### config.mk
export PLATFORM = sky130hd
export DESIGN_NAME = one_wire_debug_link_ctrl
export DESIGN_NICKNAME = d
export VERILOG_FILES = /design/src/one_wire_debug_link_pkg.sv /design/src/one_wire_debug_link_ctrl.sv
export SDC_FILE = /design/constraint.sdc
export NUM_CORES = 1
export LEC_CHECK = 0
export BUFFER_PORTS_ARGS = -buffer_cell sky130_fd_sc_hd__buf_2
export CAP_MARGIN = 20
export CELL_PAD_IN_SITES_DETAIL_PLACEMENT = 0
export CELL_PAD_IN_SITES_GLOBAL_PLACEMENT = 1
export CORE_MARGIN = 2
export CORE_UTILIZATION = 41
export DETAILED_ROUTE_END_ITERATION = 6
export GPL_TIMING_DRIVEN = 0
export PLACE_DENSITY_LB_ADDON = 0.1
export SETUP_SLACK_MARGIN = 0.2
export SYNTH_ARGS = -nofsm -noshare
export SYNTH_HDL_FRONTEND = slang
export SYNTH_SLANG_ARGS = --single-unit
### constraint.sdc
create_clock -name clock -period 2.64 [get_ports clock]
set_input_delay 0.396 -clock clock [delete_from_list [all_inputs] [get_ports clock]]
set_output_delay 0.396 -clock clock [all_outputs]
set_load 0.02 [all_outputs]
### src/one_wire_debug_link_pkg.sv
/*
 Constants and types shared by the one-wire debug data-link controller.
 Assumes a 10 MHz core clock and a byte-level receive/transmit layer outside.
*/
package one_wire_debug_link_pkg;
   localparam int CLOCK_PERIOD_NS = 100;
   // Access time-out, in its own unit
   localparam int ACCESS_TIMEOUT_NS = 100000;
   localparam int ACCESS_TIMEOUT_CYCLES = ACCESS_TIMEOUT_NS / CLOCK_PERIOD_NS;
   localparam logic [15:0] TIMEOUT_LIMIT = 16'(ACCESS_TIMEOUT_CYCLES);

   localparam logic [7:0] SYNC_CHARACTER = 8'h55;
   localparam logic [7:0] ACK_CHAR       = 8'h40;

   // Instruction byte layout
   localparam int OP_POS   = 5;
   localparam int SIZEA_POS = 2;
   localparam int SIZEB_POS = 0;
   localparam logic [2:0] OP_LOAD_DIRECT    = 3'h0;
   localparam logic [2:0] OP_LOAD_INDIRECT  = 3'h1;
   localparam logic [2:0] OP_STORE_DIRECT   = 3'h2;
   localparam logic [2:0] OP_STORE_INDIRECT = 3'h3;

   // Address-size field
   localparam logic [1:0] ASIZE_RESERVED = 2'h3;
   // Pointer field of the indirect instructions
   localparam logic [1:0] PTR_DEREF     = 2'h0;
   localparam logic [1:0] PTR_DEREF_INC = 2'h1;
   localparam logic [1:0] PTR_REGISTER  = 2'h2;

   // Error signature codes
   localparam logic [2:0] ERR_NONE       = 3'h0;
   localparam logic [2:0] ERR_PARITY     = 3'h1;
   localparam logic [2:0] ERR_FRAME      = 3'h2;
   localparam logic [2:0] ERR_TIMEOUT    = 3'h3;
   localparam logic [2:0] ERR_CONTENTION = 3'h4;

   localparam logic [31:0] PTR_RESET = 32'h0000_0000;

   typedef enum logic [3:0] {
      DISABLED, WAIT_SYNC, WAIT_INSTR, ADDR_IN, DATA_IN, BUS_ACCESS, TURN, TX_OUT, ERROR
   } mode_t;
endpackage

### src/one_wire_debug_link_ctrl.sv
/*
 Data-link controller of a one-wire half-duplex debug port: sync checking,
 disable, error state and recovery, guard time, direct and indirect loads,
 direct store and pointer store.
 Assumes a byte-level line layer that flags parity, frame, contention, break
 and sync measurement results, and a bus-access layer with a done pulse.
*/
// Overview of operation
// - Bad sync length disables the interface
// - Disable bit resets system, disables interface
// - Disable reset: CPU runs, clock request dropped
// - Line and time-out errors give signature codes
// - Any error enters the error state at once
// - Error state ignores everything except BREAK and the disable bit
// - Guard idle bits precede first response byte
// - Guard gap may stretch, never past time-out
// - Recommend two guard bits, one from programmer
// - Reach internal registers and system address space
// - Direct load: address bytes in, data out
// - Repeated direct load resends address, no increment
// - Load request handed to bus layer, data back
// - Direct store: address, ack, data, ack
// - Indirect load via pointer, optional post-increment
// - Indirect load data after guard time only
// - Sync character is eight bits, value 0x55
// - Address size: one, two, three bytes, reserved
module one_wire_debug_link_ctrl (
   input  wire logic                         clock,
   input  wire logic                         reset,
   input  wire logic                         sync_done,
   input  wire logic                         sync_overflow,
   input  wire logic                         sync_underflow,
   input  wire logic                         rx_valid,
   input  wire logic [7:0]                   rx_data,
   input  wire logic                         rx_parity_err,
   input  wire logic                         rx_frame_err,
   input  wire logic                         rx_break,
   input  wire logic                         tx_contention,
   input  wire logic                         bit_tick,
   output logic                              tx_valid,
   output logic [7:0]                        tx_data,
   input  wire logic                         tx_ready,
   input  wire logic [2:0]                   guard_time_field,
   input  wire logic                         iface_disable_bit,
   output logic [2:0]                        error_signature_field,
   output logic                              iface_enabled,
   output logic                              clk_request,
   output logic                              sys_reset,
   output logic                              cpu_run_req,
   output logic                              bus_req,
   output logic                              bus_write,
   output logic [31:0]                       bus_addr,
   output logic [31:0]                       bus_wdata,
   output logic [1:0]                        bus_size,
   input  wire logic                         bus_done,
   input  wire logic [31:0]                  bus_rdata,
   output logic [31:0]                       pointer
);
   import one_wire_debug_link_pkg::*;
   typedef struct packed {
      one_wire_debug_link_pkg::mode_t mode;
      logic [2:0]  op;
      logic [1:0]  size_a;
      logic [1:0]  size_b;
      logic [2:0]  cnt;
      logic [31:0] addr;
      logic [31:0] data;
      logic [31:0] ptr;
      logic [7:0]  guard_cnt;
      logic [15:0] timeout_cnt;
      logic [2:0]  err_sig;
      logic        sys_reset;
      logic        bus_req;
      logic        bus_write;
      logic        data_after_ack;
   } state_t;
   state_t st;
   state_t next_st;
   // Guard field 0..7 selects 128 down to 1 idle bits
   function automatic logic [7:0] guard_bits(input logic [2:0] field);
      guard_bits = 8'h80 >> field;
   endfunction
   function automatic logic [2:0] byte_count(input logic [1:0] size);
      byte_count = {1'b0, size} + 3'h1;
   endfunction
   function automatic logic [31:0] put_byte(input logic [31:0] word, input logic [2:0] idx,
                                            input logic [7:0] b);
      logic [31:0] mask;
      mask = 32'h0000_00FF << {idx[1:0], 3'b000};
      put_byte = (word & ~mask) | ({24'h000000, b} << {idx[1:0], 3'b000});
   endfunction

   always_comb begin
      next_st = st;
      next_st.sys_reset = 1'b0;
      if (st.guard_cnt != 8'h00 && bit_tick) begin
         next_st.guard_cnt = st.guard_cnt - 8'h01;
      end
      case (st.mode)
         DISABLED: begin
            // Sync character doubles as the enabling character
            if (sync_done && !sync_overflow && !sync_underflow) begin
               next_st.mode = WAIT_INSTR;
            end
         end
         WAIT_SYNC: begin
            if (sync_done) begin
               if (sync_overflow || sync_underflow) begin
                  next_st.mode = DISABLED;
               end else begin
                  next_st.mode = WAIT_INSTR;
               end
            end
         end
         WAIT_INSTR: begin
            if (rx_valid) begin
               next_st.op = rx_data[OP_POS +: 3];
               next_st.size_a = rx_data[SIZEA_POS +: 2];
               next_st.size_b = rx_data[SIZEB_POS +: 2];
               next_st.cnt = 3'h0;
               next_st.addr = 32'h0000_0000;
               next_st.guard_cnt = guard_bits(guard_time_field);
               next_st.mode = WAIT_SYNC;
               case (rx_data[OP_POS +: 3])
                  OP_LOAD_DIRECT, OP_STORE_DIRECT: begin
                     if (rx_data[SIZEA_POS +: 2] != ASIZE_RESERVED) begin
                        next_st.mode = ADDR_IN;
                     end
                  end
                  OP_LOAD_INDIRECT: begin
                     if (rx_data[SIZEA_POS +: 2] == PTR_REGISTER) begin
                        next_st.data = st.ptr;
                        next_st.cnt = byte_count(rx_data[SIZEB_POS +: 2]);
                        next_st.mode = TURN;
                     end else begin
                        next_st.addr = st.ptr;
                        next_st.bus_req = 1'b1;
                        next_st.bus_write = 1'b0;
                        next_st.timeout_cnt = 16'h0000;
                        next_st.mode = BUS_ACCESS;
                     end
                  end
                  OP_STORE_INDIRECT: begin
                     // Only the pointer-register form is served here
                     if (rx_data[SIZEA_POS +: 2] == PTR_REGISTER) begin
                        next_st.size_a = rx_data[SIZEB_POS +: 2];
                        next_st.mode = ADDR_IN;
                     end
                  end
                  default: next_st.mode = WAIT_SYNC;
               endcase
            end
         end
         ADDR_IN: begin
            if (rx_valid) begin
               next_st.addr = put_byte(st.addr, st.cnt, rx_data);
               next_st.cnt = st.cnt + 3'h1;
               if (st.cnt + 3'h1 == byte_count(st.size_a)) begin
                  next_st.guard_cnt = guard_bits(guard_time_field);
                  next_st.cnt = 3'h0;
                  if (st.op == OP_LOAD_DIRECT) begin
                     next_st.bus_req = 1'b1;
                     next_st.bus_write = 1'b0;
                     next_st.timeout_cnt = 16'h0000;
                     next_st.mode = BUS_ACCESS;
                  end else begin
                     if (st.op == OP_STORE_INDIRECT) begin
                        next_st.ptr = put_byte(st.addr, st.cnt, rx_data);
                        next_st.data_after_ack = 1'b0;
                     end else begin
                        next_st.data_after_ack = 1'b1;
                     end
                     next_st.data = {24'h000000, ACK_CHAR};
                     next_st.cnt = 3'h1;
                     next_st.mode = TURN;
                  end
               end
            end
         end
         DATA_IN: begin
            if (rx_valid) begin
               next_st.data = put_byte(st.data, st.cnt, rx_data);
               next_st.cnt = st.cnt + 3'h1;
               if (st.cnt + 3'h1 == byte_count(st.size_b)) begin
                  next_st.guard_cnt = guard_bits(guard_time_field);
                  next_st.bus_req = 1'b1;
                  next_st.bus_write = 1'b1;
                  next_st.timeout_cnt = 16'h0000;
                  next_st.mode = BUS_ACCESS;
               end
            end
         end
         BUS_ACCESS: begin
            next_st.timeout_cnt = st.timeout_cnt + 16'h0001;
            if (bus_done) begin
               next_st.bus_req = 1'b0;
               next_st.data_after_ack = 1'b0;
               if (st.bus_write) begin
                  next_st.data = {24'h000000, ACK_CHAR};
                  next_st.cnt = 3'h1;
               end else begin
                  next_st.data = bus_rdata;
                  next_st.cnt = byte_count(st.size_b);
                  if (st.op == OP_LOAD_INDIRECT && st.size_a == PTR_DEREF_INC) begin
                     next_st.ptr = st.ptr + {29'h0, byte_count(st.size_b)};
                  end
               end
               next_st.mode = TURN;
            end
         end
         TURN: begin
            // Guard runs during a slow bus access instead of adding to it
            if (st.guard_cnt == 8'h00) begin
               next_st.mode = TX_OUT;
            end
         end
         TX_OUT: begin
            if (tx_ready) begin
               next_st.data = st.data >> 8;
               next_st.cnt = st.cnt - 3'h1;
               if (st.cnt == 3'h1) begin
                  next_st.cnt = 3'h0;
                  next_st.mode = st.data_after_ack ? DATA_IN : WAIT_SYNC;
               end
            end
         end
         ERROR: begin
            if (rx_break) begin
               next_st.mode = WAIT_SYNC;
            end
         end
         default: next_st.mode = DISABLED;
      endcase
      // Errors outrank normal progress in every enabled state except ERROR
      if (st.mode != DISABLED && st.mode != ERROR) begin
         if (rx_break) begin
            next_st.mode = WAIT_SYNC;
            next_st.bus_req = 1'b0;
         end else if (rx_parity_err || rx_frame_err || tx_contention
                      || (st.mode == BUS_ACCESS && !bus_done
                          && st.timeout_cnt == TIMEOUT_LIMIT)) begin
            next_st.mode = ERROR;
            next_st.bus_req = 1'b0;
            if (rx_parity_err) begin
               next_st.err_sig = ERR_PARITY;
            end else if (rx_frame_err) begin
               next_st.err_sig = ERR_FRAME;
            end else if (tx_contention) begin
               next_st.err_sig = ERR_CONTENTION;
            end else begin
               next_st.err_sig = ERR_TIMEOUT;
            end
         end
      end
      if (iface_disable_bit && st.mode != DISABLED) begin
         next_st = '0;
         next_st.mode = DISABLED;
         next_st.ptr = PTR_RESET;
         next_st.sys_reset = 1'b1;
      end
   end
   always_ff @(posedge clock) begin
      if (reset) begin
         st <= '0;
         st.mode <= DISABLED;
      end else begin
         st <= next_st;
      end
   end
   assign tx_valid = (st.mode == TX_OUT);
   assign tx_data = st.data[7:0];
   assign error_signature_field = st.err_sig;
   assign iface_enabled = (st.mode != DISABLED);
   assign clk_request = (st.mode != DISABLED);
   assign sys_reset = st.sys_reset;
   assign cpu_run_req = st.sys_reset;
   assign bus_req = st.bus_req;
   assign bus_write = st.bus_write;
   assign bus_addr = st.addr;
   assign bus_wdata = st.data;
   assign bus_size = st.size_b;
   assign pointer = st.ptr;
endmodule

### Word-level counts from Yosys, hierarchy flattened

Index checks and enable logic that the tools add are counted.

| word-level totals | value |
|---|---|
| memories | 0 |
| bits in read-only memories | 0 |
| RAM bits | 0 |
| flip-flop bits (word level) | 141 |
| bits of input ports | 57 |
| word-level logic and storage cells | 186 |
| output and inout bits | 116 |
| bits in latches | 0 |

| operators by class | value |
|---|---|
| reductions and logical operators | 37 |
| $mul | 0 |
| add/sub/neg operators | 8 |
| divide/modulo/power cells | 0 |
| shifts and indexed selects | 3 |
| muxes and demuxes | 81 |
| $lt $le $gt $ge | 0 |
| bitwise gates (word level) | 6 |
| eq/ne operators | 36 |

Operators with widths:

| kind | number |
|---|---|
| 32-bit two-way mux | 8 |
| 32-bit one-hot mux with 5 select lines | 1 |
| 64-bit two-way mux | 2 |
| 32-bit one-hot mux with 2 select lines | 2 |
| 123-bit two-way mux | 1 |
| 88-bit two-way mux | 1 |
| 78-bit two-way mux | 1 |
| 24-bit two-way mux | 3 |
| 67-bit two-way mux | 1 |
| 32-bit bitwise AND | 2 |
| 32-bit OR | 2 |
| 16-bit one-hot mux with 4 select lines | 1 |
| 4-bit two-way mux | 15 |
| 16-bit two-way mux | 3 |
| 3-bit two-way mux | 13 |
| 4-bit one-hot mux with 9 select lines | 1 |
| 32-bit by 3-bit adder with 32-bit output | 1 |
| 32-bit inverter | 1 |
| 8-bit by 5-bit left shift with 32-bit output | 1 |
| 8-bit by 5-bit left shift with 32-bit output (first input constant) | 1 |
| 2-bit != test (second input constant) | 14 |
| 2-bit two-way mux | 13 |
| 8-bit one-hot mux with 3 select lines | 1 |
| 9-bit AND reduction | 2 |
| other kinds (44) | 80 |

### Longest topological paths before layout

| depth | value |
|---|---|
| word-level depth | 10 |
| depth in mapped cells | 11 |

### Worst setup path before layout

OpenSTA, ideal clock, no wires.

| path | value |
|---|---|
| path type | reg-to-reg |
| from | register st[127] (netlist name) |
| to | register st (netlist bit pointer[11]) |
| data arrival time | 2283 ps |
| library setup time | 122 ps |
| stages on the path, launching flop included | 10 |
| path buffers | 2 |
| required time | 2518 ps |
| setup slack | 235 ps |
| cell sequence | dfxtp_1 buf_2 inv_1 ha_1 xor2_1 nand4_1 o21ai_2 nand2_1 buf_2 o311a_1 |

| between the ends | value |
|---|---|
| cells in the longest elaborated chain, start to end | 9 |
| elaborated cells between the ends (all ways) | 14 |
| classes of those cells | add/sub (1); eq/ne (2); shift (2); mux (5); bitwise (3); reduce/logical (1) |

Ends and longest elaborated chain:

| what | line | source |
|---|---|---|
| start: declaration | one_wire_debug_link_ctrl.sv:77 | `state_t st;` |
| start signal: assignment | one_wire_debug_link_ctrl.sv:267 | `st <= next_st;` |
| 8-bit by 5-bit left shift with 32-bit output | one_wire_debug_link_ctrl.sv:89 | `mask = 32'h0000_00FF << {idx[1:0], 3'b000};` |
| 32-bit inverter | one_wire_debug_link_ctrl.sv:90 | `put_byte = (word & ~mask) \| ({24'h000000, b} << {idx[1:0], 3'b000});` |
| 32-bit bitwise AND | one_wire_debug_link_ctrl.sv:90 |  |
| 32-bit OR | one_wire_debug_link_ctrl.sv:90 |  |
| 32-bit two-way mux | one_wire_debug_link_ctrl.sv:167 | `if (st.op == OP_STORE_INDIRECT) begin` |
| 64-bit two-way mux | one_wire_debug_link_ctrl.sv:161 | `if (st.op == OP_LOAD_DIRECT) begin` |
| 88-bit two-way mux | one_wire_debug_link_ctrl.sv:158 | `if (st.cnt + 3'h1 == byte_count(st.size_a)) begin` |
| 123-bit two-way mux | one_wire_debug_link_ctrl.sv:155 | `if (rx_valid) begin` |
| 32-bit one-hot mux with 2 select lines | one_wire_debug_link_ctrl.sv:99 | `case (st.mode)` |

Several ways; a longest one is shown, not always the timed one. The select of a mux whose other input is x is not followed.
A chain may end at the register's enable or synchronous reset.

### Worst setup path after layout

| path | value |
|---|---|
| from | register st[140] (netlist name) |
| to | register st (netlist bit bus_wdata[22]) |

| between the ends | value |
|---|---|
| cells in the longest elaborated chain, start to end | 3 |
| elaborated cells between the ends (all ways) | 20 |
| classes of those cells | eq/ne (14); mux (1); reduce/logical (5) |

Ends and longest elaborated chain:

| what | line |
|---|---|
| 4-bit by 3-bit equality test with 1-bit output (tied with other cells) | one_wire_debug_link_ctrl.sv:99 |
| 5-bit nonzero test (no line) (tied with other cells) | -- |
| 10-bit AND reduction (no line) or 2-bit OR reduction (tied branches) | -- |

Several ways; a longest one is shown, not always the timed one.

==> metrics list <==
* Type of element launching the critical path: flop
* Setup tns final: 0 ns
- Cell count after synthesis: around 1300
- From synthesis to final layout, the design area changed by 24.9%.
* Number of clock buffers inserted by TritonCTS: 17
* Worst-path fanout max: 10
- CTS built an H-tree with a depth of 4.
- ANT cells: 0
* Warning count from the yosys run: 0
* Clock tree from TritonCTS: done
- Clock Root Buffer: sky130_fd_sc_hd__clkbuf_16
* Worst-case setup slack after placement: -0.393 ns
- Final critical-path setup slack: approximately 0.20 ns
* Port Buffers: between 150 and 200
* DRC Markers: 5
- Leakage: around 4.7 nW
- Final hold analysis gives a worst-case slack of roughly 0.15 ns.
- The first global-routing pass estimated 57.1 mm of wire.
- Max-cap check violation count: 0
- The flow ran to the end, but the final reports show violations.
- Endpoint kind of the worst setup timing path: flop
- The initial antenna violation count came to 1.
* Width of the chip: between 150 and 200 microns
- Vertical die dimension: 156 microns
* Sequential fraction of the synthesis area: between 20% and 30%
- For this run, the top clock speed supported by timing is 409 MHz.
- Asr flop ratio synth: 0%
- Cells fill between 50 and 60% of the core in the end.
- DR WL/cell: ~22 microns
* Final critical-path required period: ~2.4 ns
- Entering global routing, the biggest net connects 17 pins.
* Starting density of the core: about two fifths
- Top-Level Pins: between 150 and 200
- Setup violations remaining at the end of the flow were counted as 0.
- The post-route netlist has between 30 and 40% of its cells at a drive strength greater than 1.
- First DRT Iteration DRCs: roughly 1200
- The floorplan step defined a die boundary enclosing 24400 sq um.
* Slew Limit Headroom: between 30% and 40%
* Routed via count divided by cell count: a little under 6
- Clock latency on the worst-skew pair, taken at its later pin, is ~0.44 ns.
- The final max-slew violation count came to 0.
- Before antenna repair, the detailed router went through 7 iterations.
- Dividing the final minimum period by the clock period gives about 93%.
* Final hold viol count: 0
* Count of nets after finishing: around 1500
* Number of register bits inferred by synthesis: about 140
* Via count of the first global-routing pass: 9474
* CP required: ~3 ns
* Setup repair after global routing missed its margin: yes
- In this run the core area contains 55 standard-cell rows.
- Overall track demand over capacity in global routing: a little under a third
- Main flop type after synthesis: sky130_fd_sc_hd__dfxtp_1
- Kind of path behind the tightest hold check: input port to flop
- Power per cell area: ~600 nW/um^2
* Violations in the final reports: DRC
- The number of different library cells used by synthesis comes to 80.
* Average size of a mapped cell: 7.54 sq um
* Gpl congestion: 0.919
* Most frequent cells in the layout: sky130_fd_sc_hd__buf_2, sky130_fd_sc_hd__buf_4, sky130_fd_sc_hd__dfxtp_1
- Leaving out fill and tap cells, the most frequent cell in the layout is sky130_fd_sc_hd__buf_2.
- The worst-case IR drop observed on VDD is 0.000516 V.
- Clk buf depth: 2
- Mapped Nets: roughly 1300
- After clock tree synthesis, the clock-pin slew on the worst setup and hold paths is 0.07 ns.
- Total congestion overflow after global routing: 0
- DR vias: about 11000
- With fillers left out, the area of the finished cells amounts to approximately 12000 sq um.
- The HPWL after detailed placement is 28.9 mm.
- Number of placed instances with taps included: roughly 1700
* Worst-margin pin slew: around 0.96 ns
* Non-filler instance count after layout: 1767
- Area of the core: about 23000 sq um
- Number of clock sinks: roughly 140
- For this block, the routed nets add up to between 30 and 40 mm of wire.
- Summing internal, switching and leakage power gives around 7.1 mW.
* CP Class: flop to flop
- Placed Area: between 10000 and 15000 sq um
- The detail route stage leaves a number of antenna-violating nets equal to 0.
- Number of enable flip-flop cells after synthesis: 0
- Worst Skew: around 0.013 ns
- Total of hold buffers inserted after clock tree synthesis: 0
* Arrival @ worst endpoint: ~2.8 ns
* Netlist area before placement: about 9500 sq um
## critical path, stage by stage, from the launching register on
cell	delay, ns
sky130_fd_sc_hd__dfxtp_1	0.31
sky130_fd_sc_hd__buf_2	0.19
sky130_fd_sc_hd__nand2b_1	0.25
sky130_fd_sc_hd__nor3_2	0.60
sky130_fd_sc_hd__clkbuf_1	0.46
sky130_fd_sc_hd__a222oi_1	0.21
sky130_fd_sc_hd__a311oi_1	0.30
## registers in the layout, summed over array words and instances (netlist names)
signal / count
bus_addr: 32
bus_req: 1
bus_size: 2
bus_wdata: 32
bus_write: 1
cpu_run_req: 1
error_signature_field: 3
pointer: 32
st: 37
## where the power goes
group | internal [mW] | total, mW | switching, mW
Combinational | 0.788 | 2.07 | 1.28
Clock | 1.53 | 2.60 | 1.07
Sequential | 2.28 | 2.44 | 0.162
## Yosys cell counts, types with 5 or more instances
cell type / number / area, sq um
sky130_fd_sc_hd__or3_1: 8 / 50.1
sky130_fd_sc_hd__nor4b_1: 5 / 43.8
sky130_fd_sc_hd__clkbuf_1: 57 / 214
sky130_fd_sc_hd__a22oi_1: 37 / 278
sky130_fd_sc_hd__and4_1: 7 / 61.3
sky130_fd_sc_hd__nor2b_1: 5 / 31.3
sky130_fd_sc_hd__a311oi_1: 28 / 245
sky130_fd_sc_hd__o31ai_1: 7 / 52.6
sky130_fd_sc_hd__nand3_1: 37 / 185
sky130_fd_sc_hd__o211ai_1: 7 / 52.6
sky130_fd_sc_hd__nand4_1: 18 / 113
sky130_fd_sc_hd__xor2_1: 13 / 114
sky130_fd_sc_hd__buf_2: 33 / 165
sky130_fd_sc_hd__a21oi_1: 66 / 330
sky130_fd_sc_hd__dfxtp_1: 141 / 2820
sky130_fd_sc_hd__inv_1: 73 / 274
sky130_fd_sc_hd__ha_1: 15 / 188
sky130_fd_sc_hd__a221oi_1: 6 / 52.6
sky130_fd_sc_hd__buf_4: 116 / 871
sky130_fd_sc_hd__nand2b_1: 8 / 50.1
sky130_fd_sc_hd__xnor2_1: 10 / 87.6
sky130_fd_sc_hd__nor2_1: 120 / 450
sky130_fd_sc_hd__and2_1: 8 / 50.1
sky130_fd_sc_hd__a22o_1: 6 / 52.6
sky130_fd_sc_hd__nor3b_1: 5 / 37.5
sky130_fd_sc_hd__a31oi_1: 13 / 81.3
sky130_fd_sc_hd__a211oi_1: 48 / 360
sky130_fd_sc_hd__nor3_1: 17 / 85.1
sky130_fd_sc_hd__nand2_1: 126 / 473
sky130_fd_sc_hd__and3_1: 10 / 62.6
sky130_fd_sc_hd__o21ai_0: 95 / 475
sky130_fd_sc_hd__nor4_1: 11 / 68.8
sky130_fd_sc_hd__a222oi_1: 32 / 320
## path summary, 6_finish.rpt
check                     startpoint                          to  slack (ns)  cells after the start
setup / recovery  st[140]$_SDFF_PP0_  bus_wdata[22]$_SDFFE_PP0P_        0.20                      6
hold / removal                 reset      cpu_run_req$_SDFF_PP0_        0.15                      2
setup reg to reg  st[140]$_SDFF_PP0_  bus_wdata[22]$_SDFFE_PP0P_        0.20                      6
hold reg to reg   bus_req$_SDFF_PP0_          bus_req$_SDFF_PP0_        0.45                      2
## layout make-up
type                    count  area [sq um]
multi-input cells         838          5450
clock inverters            14           181
well taps                 285           357
repair buffers            190           996
inverters                  73           277
fillers                  2264         10800
clock buffers              18           439
plain buffers             208          1340
flip-flops and latches    141          2830
## routing by layer
metal | vias to the layer above | wire length (microns) | global-route usage, %
met3 | 105 | 3650 | 6.18
met2 | 563 | 16300 | 46.2
met5 | - | 12 | 0
met4 | 2 | 1560 | 12.9
li1 | 4907 | - | -
met1 | 4926 | 16900 | 42.9
## cells by family after synthesis
kind of cell,count (synthesis),synth area share (%)
compound gates,390,28.5
mux,4,0.448
simple gates,403,20.5
fa+ha+maj,16,2.19
xor+xnor,25,2.61
flops,141,29.7
buf+inv,281,16.1
## repair_timing
action	CTS	global route
buffers inserted	5	13
pin swaps	5	20
gates cloned	0	0
endpoints found under the setup margin	125	123
resized for setup	42	81
No activity file was read; power rests on OpenSTA's default activity.
